## config.mk

```make
export PLATFORM = sky130hd
export DESIGN_NAME = half_bridge_logic
export DESIGN_NICKNAME = d
export VERILOG_FILES = /design/src/gate_logic_pkg.sv /design/src/phase_channel.sv /design/src/half_bridge_logic.sv
export SDC_FILE = /design/constraint.sdc
export NUM_CORES = 1
export LEC_CHECK = 0
export BUFFER_PORTS_ARGS = -buffer_cell sky130_fd_sc_hd__buf_2
export CORE_UTILIZATION = 62
export CTS_CLUSTER_DIAMETER = 60
export DETAILED_ROUTE_END_ITERATION = 10
export PLACE_DENSITY_LB_ADDON = 0.15
export SLEW_MARGIN = 20
export SYNTH_ARGS = -nofsm -noshare
export SYNTH_HDL_FRONTEND = slang
export SYNTH_HIERARCHICAL = 1
export SYNTH_SLANG_ARGS = --single-unit
```

## constraint.sdc

```tcl
create_clock -name pclk -period 8.29 [get_ports pclk]
set_input_delay 1.2435 -clock pclk [delete_from_list [all_inputs] [get_ports pclk]]
set_output_delay 1.2435 -clock pclk [all_outputs]
set_load 0.1 [all_outputs]
```

## src/gate_logic_pkg.sv

```systemverilog
package gate_logic_pkg;

  // ==========================================================
  // Timing
  localparam int PCLK_HZ         = 20_000_000;
  localparam int PCLK_PERIOD_NS  = 50;
  localparam int OSC_NOM_HZ      = 9_000_000;
  localparam int OSC_TOL_PCT     = 30;
  localparam int RATE_UNIT_HZ    = 100_000;
  localparam int DEAD_TICKS      = 3;
  localparam int TENTH_US_NS     = 100;
  localparam int TENTH_US_CYCLES =
    (TENTH_US_NS + PCLK_PERIOD_NS - 1) / PCLK_PERIOD_NS;
  // Tick accumulator wraps at the clock rate in rate units
  localparam logic [7:0] ACC_WRAP = 8'(PCLK_HZ / RATE_UNIT_HZ);
  localparam logic [7:0] STEP_NOM = 8'(OSC_NOM_HZ / RATE_UNIT_HZ);
  localparam logic [7:0] STEP_MIN =
    8'(OSC_NOM_HZ / 100 * (100 - OSC_TOL_PCT) / RATE_UNIT_HZ);
  localparam logic [7:0] STEP_MAX =
    8'(OSC_NOM_HZ / 100 * (100 + OSC_TOL_PCT) / RATE_UNIT_HZ);
  localparam logic [1:0] DEAD_CNT   = 2'(DEAD_TICKS);
  localparam logic [1:0] TENTH_LAST = 2'(TENTH_US_CYCLES - 1);

  // ==========================================================
  // Register offsets
  localparam logic [7:0] CTRL_OFS     = 8'h00;
  localparam logic [7:0] OSC_STEP_OFS = 8'h04;
  localparam logic [7:0] OC_QUAL_OFS  = 8'h08;
  localparam logic [7:0] RCAP_OFS     = 8'h0c;
  localparam logic [7:0] STATUS_OFS   = 8'h10;
  localparam logic [7:0] EVENTS_OFS   = 8'h14;

  // ==========================================================
  // Fields and reset values
  localparam int CTRL_EN_BIT  = 0;
  localparam int ST_THERM_BIT = 0;
  localparam int ST_OC_BIT    = 1;
  localparam int ST_VM_BIT    = 2;
  localparam int ST_REG_BIT   = 3;
  localparam int ST_OFF_BIT   = 4;
  localparam int ST_PHASE_LSB = 8;
  localparam logic        CTRL_EN_RST  = 1'b1;
  localparam logic [15:0] OC_QUAL_RST  = 16'h0009;
  localparam logic [15:0] RCAP_RST     = 16'h03e8;

  // ==========================================================
  // Synchroniser lanes
  localparam int SYNC_W    = 15;
  localparam int CMD_LSB   = 0;
  localparam int OC_LSB    = 6;
  localparam int THERM_IDX = 12;
  localparam int VM_IDX    = 13;
  localparam int REG_IDX   = 14;

  typedef enum logic [1:0] {OC_RUN, OC_QUALIFY, OC_OFF} oc_state_t;

  // Command pair to {high switch, low switch}; equal commands give off
  function automatic logic [1:0] drive_decode(input logic hi,
                                              input logic lo);
    drive_decode = {hi & ~lo, lo & ~hi};
  endfunction

endpackage

```

## src/phase_channel.sv

```systemverilog
`timescale 1ns/1ps
module phase_channel
  import gate_logic_pkg::*;
(
  // Clock and reset
  input  wire logic pclk,
  input  wire logic presetn,
  // Timing and protection
  input  wire logic osc_tick,
  input  wire logic force_off,
  // Filtered commands
  input  wire logic high_cmd,
  input  wire logic low_cmd,
  // Switch enables, both low means high impedance
  output logic      high_sw_en,
  output logic      low_sw_en
);

  logic       high_prev_reg;
  logic       low_prev_reg;
  logic [1:0] wait_reg;
  logic [1:0] wait_next;
  logic       high_en_reg;
  logic       low_en_reg;
  logic [1:0] target;
  logic       rise;
  logic       apply;

  // ==========================================================
  // Decode and edge detection
  // truth table
  assign target = drive_decode(high_cmd, low_cmd);
  assign rise   = (high_cmd & ~high_prev_reg) | (low_cmd & ~low_prev_reg);
  // tick aligned; a pending dead time blocks earlier updates
  assign apply  = osc_tick & ~rise & (wait_reg <= 2'd1);

  // dead time, a new rise restarts the count
  always_comb begin
    if (force_off) begin
      wait_next = 2'd0;
    end else if (rise) begin
      wait_next = DEAD_CNT;
    end else if (osc_tick && wait_reg != 2'd0) begin
      wait_next = wait_reg - 2'd1;
    end else begin
      wait_next = wait_reg;
    end
  end

  // Previous commands and wait counter
  always_ff @(posedge pclk or negedge presetn) begin
    if (!presetn) begin
      high_prev_reg <= 1'b0;
      low_prev_reg  <= 1'b0;
      wait_reg      <= 2'd0;
    end else begin
      high_prev_reg <= high_cmd;
      low_prev_reg  <= low_cmd;
      wait_reg      <= wait_next;
    end
  end

  always_ff @(posedge pclk or negedge presetn) begin
    if (!presetn) begin
      high_en_reg <= 1'b0;
      low_en_reg  <= 1'b0;
    end else if (force_off) begin
      high_en_reg <= 1'b0;
      low_en_reg  <= 1'b0;
    end else if (apply) begin
      high_en_reg <= target[1];
      low_en_reg  <= target[0];
    end
  end

  assign high_sw_en = high_en_reg;
  assign low_sw_en  = low_en_reg;

endmodule

```

## src/half_bridge_logic.sv

```systemverilog
`timescale 1ns/1ps
// Notes on behaviour
// - High-only drives high, low-only drives low, equal commands float
// - Each phase decodes its own command pair only
// - Command changes take effect on internal tick edges only; a forced off acts on the next clock edge
// - A rising command waits three ticks before the output moves
// - Internal tick runs near 9 MHz, trimmable within thirty percent
// - Thermal shutdown floats all outputs until the flag clears
// - Thermal shutdown pulls the thermal flag pin low
// - Overcurrent shutdown pulls the overcurrent flag pin low
// - Motor supply low floats all outputs, recovers automatically
// - Regulator rail low floats all outputs, recovers automatically
// - Overcurrent on any switch for qualification time floats everything
// - After overcurrent, outputs stay off for capacitor-scaled restart term
module half_bridge_logic
  import gate_logic_pkg::*;
#(
  parameter int unsigned RESTART_TENTH_US_PER_NF = 98595
)(
  // Clock and reset
  input  wire logic        pclk,
  input  wire logic        presetn,
  // APB slave
  input  wire logic [7:0]  paddr,
  input  wire logic        psel,
  input  wire logic        penable,
  input  wire logic        pwrite,
  input  wire logic [31:0] pwdata,
  output logic [31:0]      prdata,
  output logic             pready,
  output logic             pslverr,
  // Phase commands from the motor controller
  input  wire logic        phase_a_high_cmd,
  input  wire logic        phase_a_low_cmd,
  input  wire logic        phase_b_high_cmd,
  input  wire logic        phase_b_low_cmd,
  input  wire logic        phase_c_high_cmd,
  input  wire logic        phase_c_low_cmd,
  // Protection detector flags
  input  wire logic [5:0]  overcurrent_sense,
  input  wire logic        thermal_shutdown,
  input  wire logic        supply_low_lockout,
  input  wire logic        regulator_low_lockout,
  // Power switch enables
  output logic             phase_a_high_en,
  output logic             phase_a_low_en,
  output logic             phase_b_high_en,
  output logic             phase_b_low_en,
  output logic             phase_c_high_en,
  output logic             phase_c_low_en,
  // Open-drain flag pins, enable active low
  output logic             thermal_flag_pin_o,
  output logic             thermal_flag_pin_oe_n,
  output logic             overcurrent_flag_pin_o,
  output logic             overcurrent_flag_pin_oe_n
);

  import gate_logic_pkg::*;

  // ==========================================================
  // Declarations
  logic [SYNC_W-1:0] s1_reg;
  logic [SYNC_W-1:0] s2_reg;
  logic [SYNC_W-1:0] s3_reg;
  logic [SYNC_W-1:0] filt_reg;
  logic [SYNC_W-1:0] filt_next;
  logic [SYNC_W-1:0] raw_in;

  logic [7:0]  acc_reg;
  logic [7:0]  acc_next;
  logic [8:0]  acc_sum;
  logic        tick_reg;
  logic        tick_next;

  oc_state_t   oc_state_reg;
  oc_state_t   oc_state_next;
  logic [15:0] qual_cnt_reg;
  logic [15:0] qual_cnt_next;
  logic [1:0]  tenth_reg;
  logic [1:0]  tenth_next;
  logic [39:0] restart_cnt_reg;
  logic [39:0] restart_cnt_next;
  logic [39:0] restart_term;
  logic        oc_any;
  logic        tenth_tick;

  logic        thermal_live;
  logic        vm_low_live;
  logic        reg_low_live;
  logic        oc_off_live;
  logic        force_off_reg;
  logic        force_off_next;
  logic [3:0]  cond_now;
  logic [3:0]  cond_prev_reg;
  logic [3:0]  ev_reg;
  logic [3:0]  ev_next;

  logic        ctrl_en_reg;
  logic [7:0]  osc_step_reg;
  logic [15:0] oc_qual_reg;
  logic [15:0] restart_cap_reg;
  logic [7:0]  step_clamped;
  logic [31:0] status_word;
  logic [31:0] rdata;
  logic        setup;
  logic        mapped;
  logic        wr;
  logic [31:0] prdata_reg;
  logic        pready_reg;
  logic        pslverr_reg;
  logic        therm_flag_reg;
  logic        oc_flag_reg;

  // ==========================================================
  // Input synchronisers
  assign raw_in = {regulator_low_lockout, supply_low_lockout,
                   thermal_shutdown, overcurrent_sense,
                   phase_c_low_cmd, phase_c_high_cmd,
                   phase_b_low_cmd, phase_b_high_cmd,
                   phase_a_low_cmd, phase_a_high_cmd};

  // A lane moves only once the second and third stages agree
  assign filt_next = (s2_reg & ~(s2_reg ^ s3_reg))
                   | (filt_reg & (s2_reg ^ s3_reg));

  // three-stage capture of every external flag and command
  always_ff @(posedge pclk or negedge presetn) begin
    if (!presetn) begin
      s1_reg   <= '0;
      s2_reg   <= '0;
      s3_reg   <= '0;
      filt_reg <= '0;
    end else begin
      s1_reg   <= raw_in;
      s2_reg   <= s1_reg;
      s3_reg   <= s2_reg;
      filt_reg <= filt_next;
    end
  end

  assign thermal_live = filt_reg[THERM_IDX];
  assign vm_low_live  = filt_reg[VM_IDX];
  assign reg_low_live = filt_reg[REG_IDX];
  assign oc_any       = |filt_reg[OC_LSB +: 6];

  // ==========================================================
  // Internal tick source
  // Fractional accumulator: average tick rate is step/wrap of pclk,
  // so a 20 MHz clock yields 9 MHz mean with some period jitter.
  // nominal rate and trim
  assign acc_sum   = {1'b0, acc_reg} + {1'b0, osc_step_reg};
  assign tick_next = (acc_sum >= {1'b0, ACC_WRAP});
  assign acc_next  = tick_next ? 8'(acc_sum - {1'b0, ACC_WRAP})
                               : acc_sum[7:0];

  // Accumulator and tick pulse
  always_ff @(posedge pclk or negedge presetn) begin
    if (!presetn) begin
      acc_reg  <= 8'h00;
      tick_reg <= 1'b0;
    end else begin
      acc_reg  <= acc_next;
      tick_reg <= tick_next;
    end
  end

  // ==========================================================
  // Overcurrent qualification and restart
  assign tenth_tick   = (tenth_reg == TENTH_LAST);
  assign tenth_next   = tenth_tick ? 2'd0 : tenth_reg + 2'd1;
  assign restart_term = 40'(restart_cap_reg)
                      * 40'(RESTART_TENTH_US_PER_NF);

  // qualify, shut down, then wait out the restart term
  always_comb begin
    oc_state_next    = oc_state_reg;
    qual_cnt_next    = qual_cnt_reg;
    restart_cnt_next = restart_cnt_reg;
    case (oc_state_reg)
      OC_RUN: begin
        qual_cnt_next = 16'h0000;
        if (oc_any) begin
          oc_state_next = OC_QUALIFY;
        end
      end
      OC_QUALIFY: begin
        if (!oc_any) begin
          oc_state_next = OC_RUN;
        end else if (tick_reg) begin
          if (qual_cnt_reg + 16'h0001 >= oc_qual_reg) begin
            oc_state_next    = OC_OFF;
            restart_cnt_next = 40'h0;
          end else begin
            qual_cnt_next = qual_cnt_reg + 16'h0001;
          end
        end
      end
      OC_OFF: begin
        if (restart_cnt_reg >= restart_term) begin
          oc_state_next = OC_RUN;
        end else if (tenth_tick) begin
          restart_cnt_next = restart_cnt_reg + 40'h1;
        end
      end
      default: begin
        oc_state_next = OC_RUN;
      end
    endcase
  end

  // Qualification and restart state
  always_ff @(posedge pclk or negedge presetn) begin
    if (!presetn) begin
      oc_state_reg    <= OC_RUN;
      qual_cnt_reg    <= 16'h0000;
      restart_cnt_reg <= 40'h0;
      tenth_reg       <= 2'd0;
    end else begin
      oc_state_reg    <= oc_state_next;
      qual_cnt_reg    <= qual_cnt_next;
      restart_cnt_reg <= restart_cnt_next;
      tenth_reg       <= tenth_next;
    end
  end

  assign oc_off_live = (oc_state_reg == OC_OFF);

  // ==========================================================
  // Protection combine and events
  // any active condition forces every phase off
  assign force_off_next = thermal_live | vm_low_live | reg_low_live
                        | oc_off_live | ~ctrl_en_reg;
  assign cond_now = {reg_low_live, vm_low_live, oc_off_live, thermal_live};
  // Sticky on rising condition; a new event beats a same-cycle clear
  assign ev_next  = (ev_reg & ~((wr && paddr == EVENTS_OFS)
                                ? pwdata[3:0] : 4'h0))
                  | (cond_now & ~cond_prev_reg);

  // Forced-off level, events and flag pins
  always_ff @(posedge pclk or negedge presetn) begin
    if (!presetn) begin
      force_off_reg  <= 1'b1;
      cond_prev_reg  <= 4'h0;
      ev_reg         <= 4'h0;
      therm_flag_reg <= 1'b0;
      oc_flag_reg    <= 1'b0;
    end else begin
      force_off_reg  <= force_off_next;
      cond_prev_reg  <= cond_now;
      ev_reg         <= ev_next;
      // thermal flag follows the shutdown state
      therm_flag_reg <= thermal_live;
      // overcurrent flag follows the shutdown state
      oc_flag_reg    <= oc_off_live;
    end
  end

  // Pins only ever pull low; an external pull-up gives the high level
  assign thermal_flag_pin_o        = 1'b0;
  assign thermal_flag_pin_oe_n     = ~therm_flag_reg;
  assign overcurrent_flag_pin_o    = 1'b0;
  assign overcurrent_flag_pin_oe_n = ~oc_flag_reg;

  // ==========================================================
  // Phase channels
  // three independent channels, each sees only its own pair
  phase_channel u_phase_a (
    .pclk       (pclk),
    .presetn    (presetn),
    .osc_tick   (tick_reg),
    .force_off  (force_off_reg),
    .high_cmd   (filt_reg[CMD_LSB + 0]),
    .low_cmd    (filt_reg[CMD_LSB + 1]),
    .high_sw_en (phase_a_high_en),
    .low_sw_en  (phase_a_low_en)
  );

  phase_channel u_phase_b (
    .pclk       (pclk),
    .presetn    (presetn),
    .osc_tick   (tick_reg),
    .force_off  (force_off_reg),
    .high_cmd   (filt_reg[CMD_LSB + 2]),
    .low_cmd    (filt_reg[CMD_LSB + 3]),
    .high_sw_en (phase_b_high_en),
    .low_sw_en  (phase_b_low_en)
  );

  phase_channel u_phase_c (
    .pclk       (pclk),
    .presetn    (presetn),
    .osc_tick   (tick_reg),
    .force_off  (force_off_reg),
    .high_cmd   (filt_reg[CMD_LSB + 4]),
    .low_cmd    (filt_reg[CMD_LSB + 5]),
    .high_sw_en (phase_c_high_en),
    .low_sw_en  (phase_c_low_en)
  );

  // ==========================================================
  // APB register file
  // One wait-free access cycle: data is captured in setup, so the
  // access phase always completes on its first edge.
  assign setup  = psel & ~penable;
  assign mapped = (paddr == CTRL_OFS) | (paddr == OSC_STEP_OFS)
                | (paddr == OC_QUAL_OFS) | (paddr == RCAP_OFS)
                | (paddr == STATUS_OFS) | (paddr == EVENTS_OFS);
  assign wr     = psel & penable & pready_reg & pwrite & ~pslverr_reg;

  // writes outside the tolerance band are clamped to its edge
  assign step_clamped = (pwdata[7:0] < STEP_MIN) ? STEP_MIN
                      : (pwdata[7:0] > STEP_MAX) ? STEP_MAX
                      : pwdata[7:0];

  assign status_word = {18'h0,
                        phase_c_low_en, phase_c_high_en,
                        phase_b_low_en, phase_b_high_en,
                        phase_a_low_en, phase_a_high_en,
                        3'h0, force_off_reg,
                        reg_low_live, vm_low_live,
                        oc_off_live, thermal_live};

  // Read selection, unmapped reads return zero
  assign rdata = (paddr == CTRL_OFS)     ? {31'h0, ctrl_en_reg}
               : (paddr == OSC_STEP_OFS) ? {24'h0, osc_step_reg}
               : (paddr == OC_QUAL_OFS)  ? {16'h0, oc_qual_reg}
               : (paddr == RCAP_OFS)     ? {16'h0, restart_cap_reg}
               : (paddr == STATUS_OFS)   ? status_word
               : (paddr == EVENTS_OFS)   ? {28'h0, ev_reg}
               : 32'h0;

  // Bus handshake and read data
  always_ff @(posedge pclk or negedge presetn) begin
    if (!presetn) begin
      prdata_reg  <= 32'h0;
      pready_reg  <= 1'b0;
      pslverr_reg <= 1'b0;
    end else begin
      pready_reg  <= setup;
      pslverr_reg <= setup & ~mapped;
      if (setup && !pwrite) begin
        prdata_reg <= rdata;
      end
    end
  end

  // Writable configuration
  always_ff @(posedge pclk or negedge presetn) begin
    if (!presetn) begin
      ctrl_en_reg     <= CTRL_EN_RST;
      osc_step_reg    <= STEP_NOM;
      oc_qual_reg     <= OC_QUAL_RST;
      restart_cap_reg <= RCAP_RST;
    end else if (wr) begin
      if (paddr == CTRL_OFS) begin
        ctrl_en_reg <= pwdata[CTRL_EN_BIT];
      end
      if (paddr == OSC_STEP_OFS) begin
        osc_step_reg <= step_clamped;
      end
      if (paddr == OC_QUAL_OFS) begin
        oc_qual_reg <= pwdata[15:0];
      end
      if (paddr == RCAP_OFS) begin
        restart_cap_reg <= pwdata[15:0];
      end
    end
  end

  assign prdata  = prdata_reg;
  assign pready  = pready_reg;
  assign pslverr = pslverr_reg;

endmodule

```

==> flow_summary.json <==
{
  "irDropWorstVdd_v": 0.000204,
  "yosysWarnings": 6,
  "vias_per_cell": 5.94,
  "rr_worst_depth": 28,
  "core_area_um2": 22100,
  "fin_setup_tns_ns": 0,
  "crit_path_end_kind": "flop",
  "final_common_cell": "dfrtp_1",
  "p_per_area_nw_per_um2": 155,
  "hp-start": "s1_reg[6]",
  "syn2layout_area_growth_pct": 9.64,
  "drive_gt1_frac": 0.134,
  "path_max_fanout": 26,
  "grt_pass1_wl_um": 51800,
  "clockBufferDepth": 3,
  "worstSetupStartpointType": "flop",
  "cts_tree": "yes",
  "yosysSeqAreaShare": 0.381,
  "fp.dieW_um": 153,
  "fillers": 1708,
  "setup_viol": 0,
  "syn_area_per_cell_um2": 10.3,
  "maxCapViolCount": 0,
  "final_nets": 1728,
  "largest_reg_flops": 40,
  "initial_core_util": 0.641,
  "layout_min_cycle_time_ns": 7.79,
  "cpPeakStageDelay_ns": 0.53,
  "grt_start_max_net_pins": 109,
  "design_area_um2": 15500,
  "final_cell_mix": "201 x dfrtp_1, 195 x ha_1, 124 x inv_1, 91 x nand2_1, 69 x a21oi_1",
  "synth_seq_cells": 215,
  "synth.distinct_cells": 83,
  "cts_root_buf": "clkbuf_16",
  "n_antenna_cell": 0,
  "portBuffers": 69,
  "synthFlopType": "dfrtp_1",
  "syn_inst": 1374,
  "top_layer_used": "met4",
  "p_leak_nw": 7.93,
  "gp_congestion": 0.914,
  "slew_violations": 0,
  "drt_iter0_drc": 486,
  "track_usage": 0.275,
  "cp.arrival_ns": 8.18,
  "antenna_found_initial": 0,
  "cts_setup_buffers": 0,
  "drc_errors": 0,
  "run_status": "finished, final reports clean",
  "die_h_um": 153,
  "wire_per_inst_um": 17.9,
  "drt-pass1-iter-count": 5,
  "tightest_slew_ns": 1.13,
  "synth_edf_count": 0,
  "crit_required_ns": 8.68,
  "cts.repair.resized": 0,
  "slew_headroom": 0.243,
  "hp-class": "reg2reg",
  "wl_met3_um": 1340,
  "fin_ws_ns": 0.501,
  "rrSetupSlack_ns": 0.50,
  "crit_type": "reg2reg",
  "hpwl_um": 23300,
  "fmax_ghz": 0.128,
  "gr-total-overflow": 0,
  "cts_buffers": 24,
  "clock_skew_ns": 0.0125,
  "cts.clk_slew.worst_paths_ns": 0.06,
  "cpMostUsedCell": "fa_1",
  "grt_pass1_vias": 10300,
  "rows": 54,
  "postCtsHoldBufs": 0,
  "crit_slowest_cell": "fa_1",
  "met1Wirelength_um": 14300,
  "grt_setup_unrepaired": "false",
  "clkSinkCount": 215,
  "ios": 104,
  "rr_startpoint": "restart_cap_reg[14]",
  "fin_crit_sh": 0.940,
  "r2r_end": "restart_cnt_reg[6]",
  "met2_length_um": 14700,
  "pre_cts_slack_ns": 0.543,
  "vias": 10300,
  "whs_path_depth": 0,
  "wl_um": 31100,
  "netlist_area_um2": 14200,
  "ant_nets": 0,
  "clkLatencyLatePin_ns": 0.52,
  "holdPathEnd": "s2_reg[6]",
  "floorplan.die_area_um2": 23500,
  "htreeDepth": 1,
  "post_dp_cell_area_um2": 14700,
  "ys_async_sr_fraction": 1.00,
  "finalHoldViolations": 0
}
[routing by layer]
layer	vias to the layer above	GRT usage
met3	61	0.0363
met5	-	0
li1	4975	-
met4	0	0.0770
met2	256	0.460
met1	5028	0.376
[synth_stat cells, types with 18 or more instances]
| cell type | count | area (um^2) |
|---|---|---|
| o21ai_0 | 60 | 300 |
| nand3_1 | 47 | 235 |
| nor3_1 | 18 | 90.1 |
| xor2_1 | 22 | 193 |
| a31oi_1 | 25 | 156 |
| buf_4 | 20 | 150 |
| clkbuf_1 | 19 | 71.3 |
| mux2_2 | 26 | 293 |
| inv_1 | 124 | 465 |
| xnor2_1 | 35 | 307 |
| nand2_1 | 91 | 342 |
| a21o_1 | 25 | 188 |
| ha_1 | 195 | 2440 |
| nor2_1 | 59 | 221 |
| a21oi_1 | 69 | 345 |
| fa_1 | 33 | 661 |
| and3_1 | 35 | 219 |
| dfrtp_1 | 201 | 5030 |
[where the power goes]
group,switching [mW],internal (mW)
combinational,0.137,0.0555
sequential,0.0182,1.08
clock,0.429,0.683
total,0.584,1.82
[worst max-delay path by stage]
| stage | start | to | slack, ns | cells after the start |
|---|---|---|---|---|
| floorplan | restart_cap_reg[14] | restart_cnt_reg[28] | 1.46 | 29 |
| global placement | restart_cap_reg[14] | restart_cnt_reg[6] | 0.73 | 27 |
| detailed placement | restart_cap_reg[14] | restart_cnt_reg[6] | 0.54 | 28 |
| CTS | restart_cap_reg[14] | restart_cnt_reg[23] | 0.50 | 28 |
| global route | restart_cap_reg[14] | restart_cnt_reg[23] | 0.05 | 28 |
| finish | restart_cap_reg[14] | restart_cnt_reg[6] | 0.50 | 28 |
[cells by family after synthesis]
| kind of cell | count (synthesis) | share of synthesized area |
|---|---|---|
| AO/OA/AOI/OAI | 285 | 0.134 |
| XOR/XNOR | 57 | 0.0352 |
| adder cells (fa/ha/maj) | 243 | 0.229 |
| buffers and inverters | 177 | 0.0540 |
| flip-flops | 215 | 0.381 |
| multiplexers | 41 | 0.0323 |
| other | 1 | 0.000265 |
| AND/OR/NAND/NOR | 355 | 0.134 |
[area by class of cell]
class                   instances  area [um^2]  share of cell area
clock buffers                  31          688              0.0443
repair buffers                 72          378              0.0243
multi-input cells             999         8070               0.520
flip-flops and latches        215         5400               0.348
inverters                     128          480              0.0309
well taps                     280          350              0.0226
clock inverters                13          163              0.0105
[critical path, delay by kind of cell, from the launching register on]
kind            cells  cell delay (ns)
compound gates      8             1.95
xor+xnor            1             0.21
fa+ha+maj           8             3.31
buf+inv             4             0.30
flops               1             0.48
simple gates        7             1.40
[metrics by stage]
| stage | cells | util | total power [mW] | hold slack [ns] |
|---|---|---|---|---|
| final | 1738 | 0.703 | 2.40 | 0.348 |
| after global placement | 1694 | 0.664 | 1.30 | 0.332 |
| after floorplan | 1391 | - | 1.25 | 0.331 |
| after CTS | 1738 | 0.703 | 2.42 | 0.348 |
| after global routing | 1738 | 0.703 | 2.48 | 0.361 |
| after detailed placement | 1694 | 0.664 | 1.31 | 0.335 |
No activity file was read; power rests on OpenSTA's default activity.
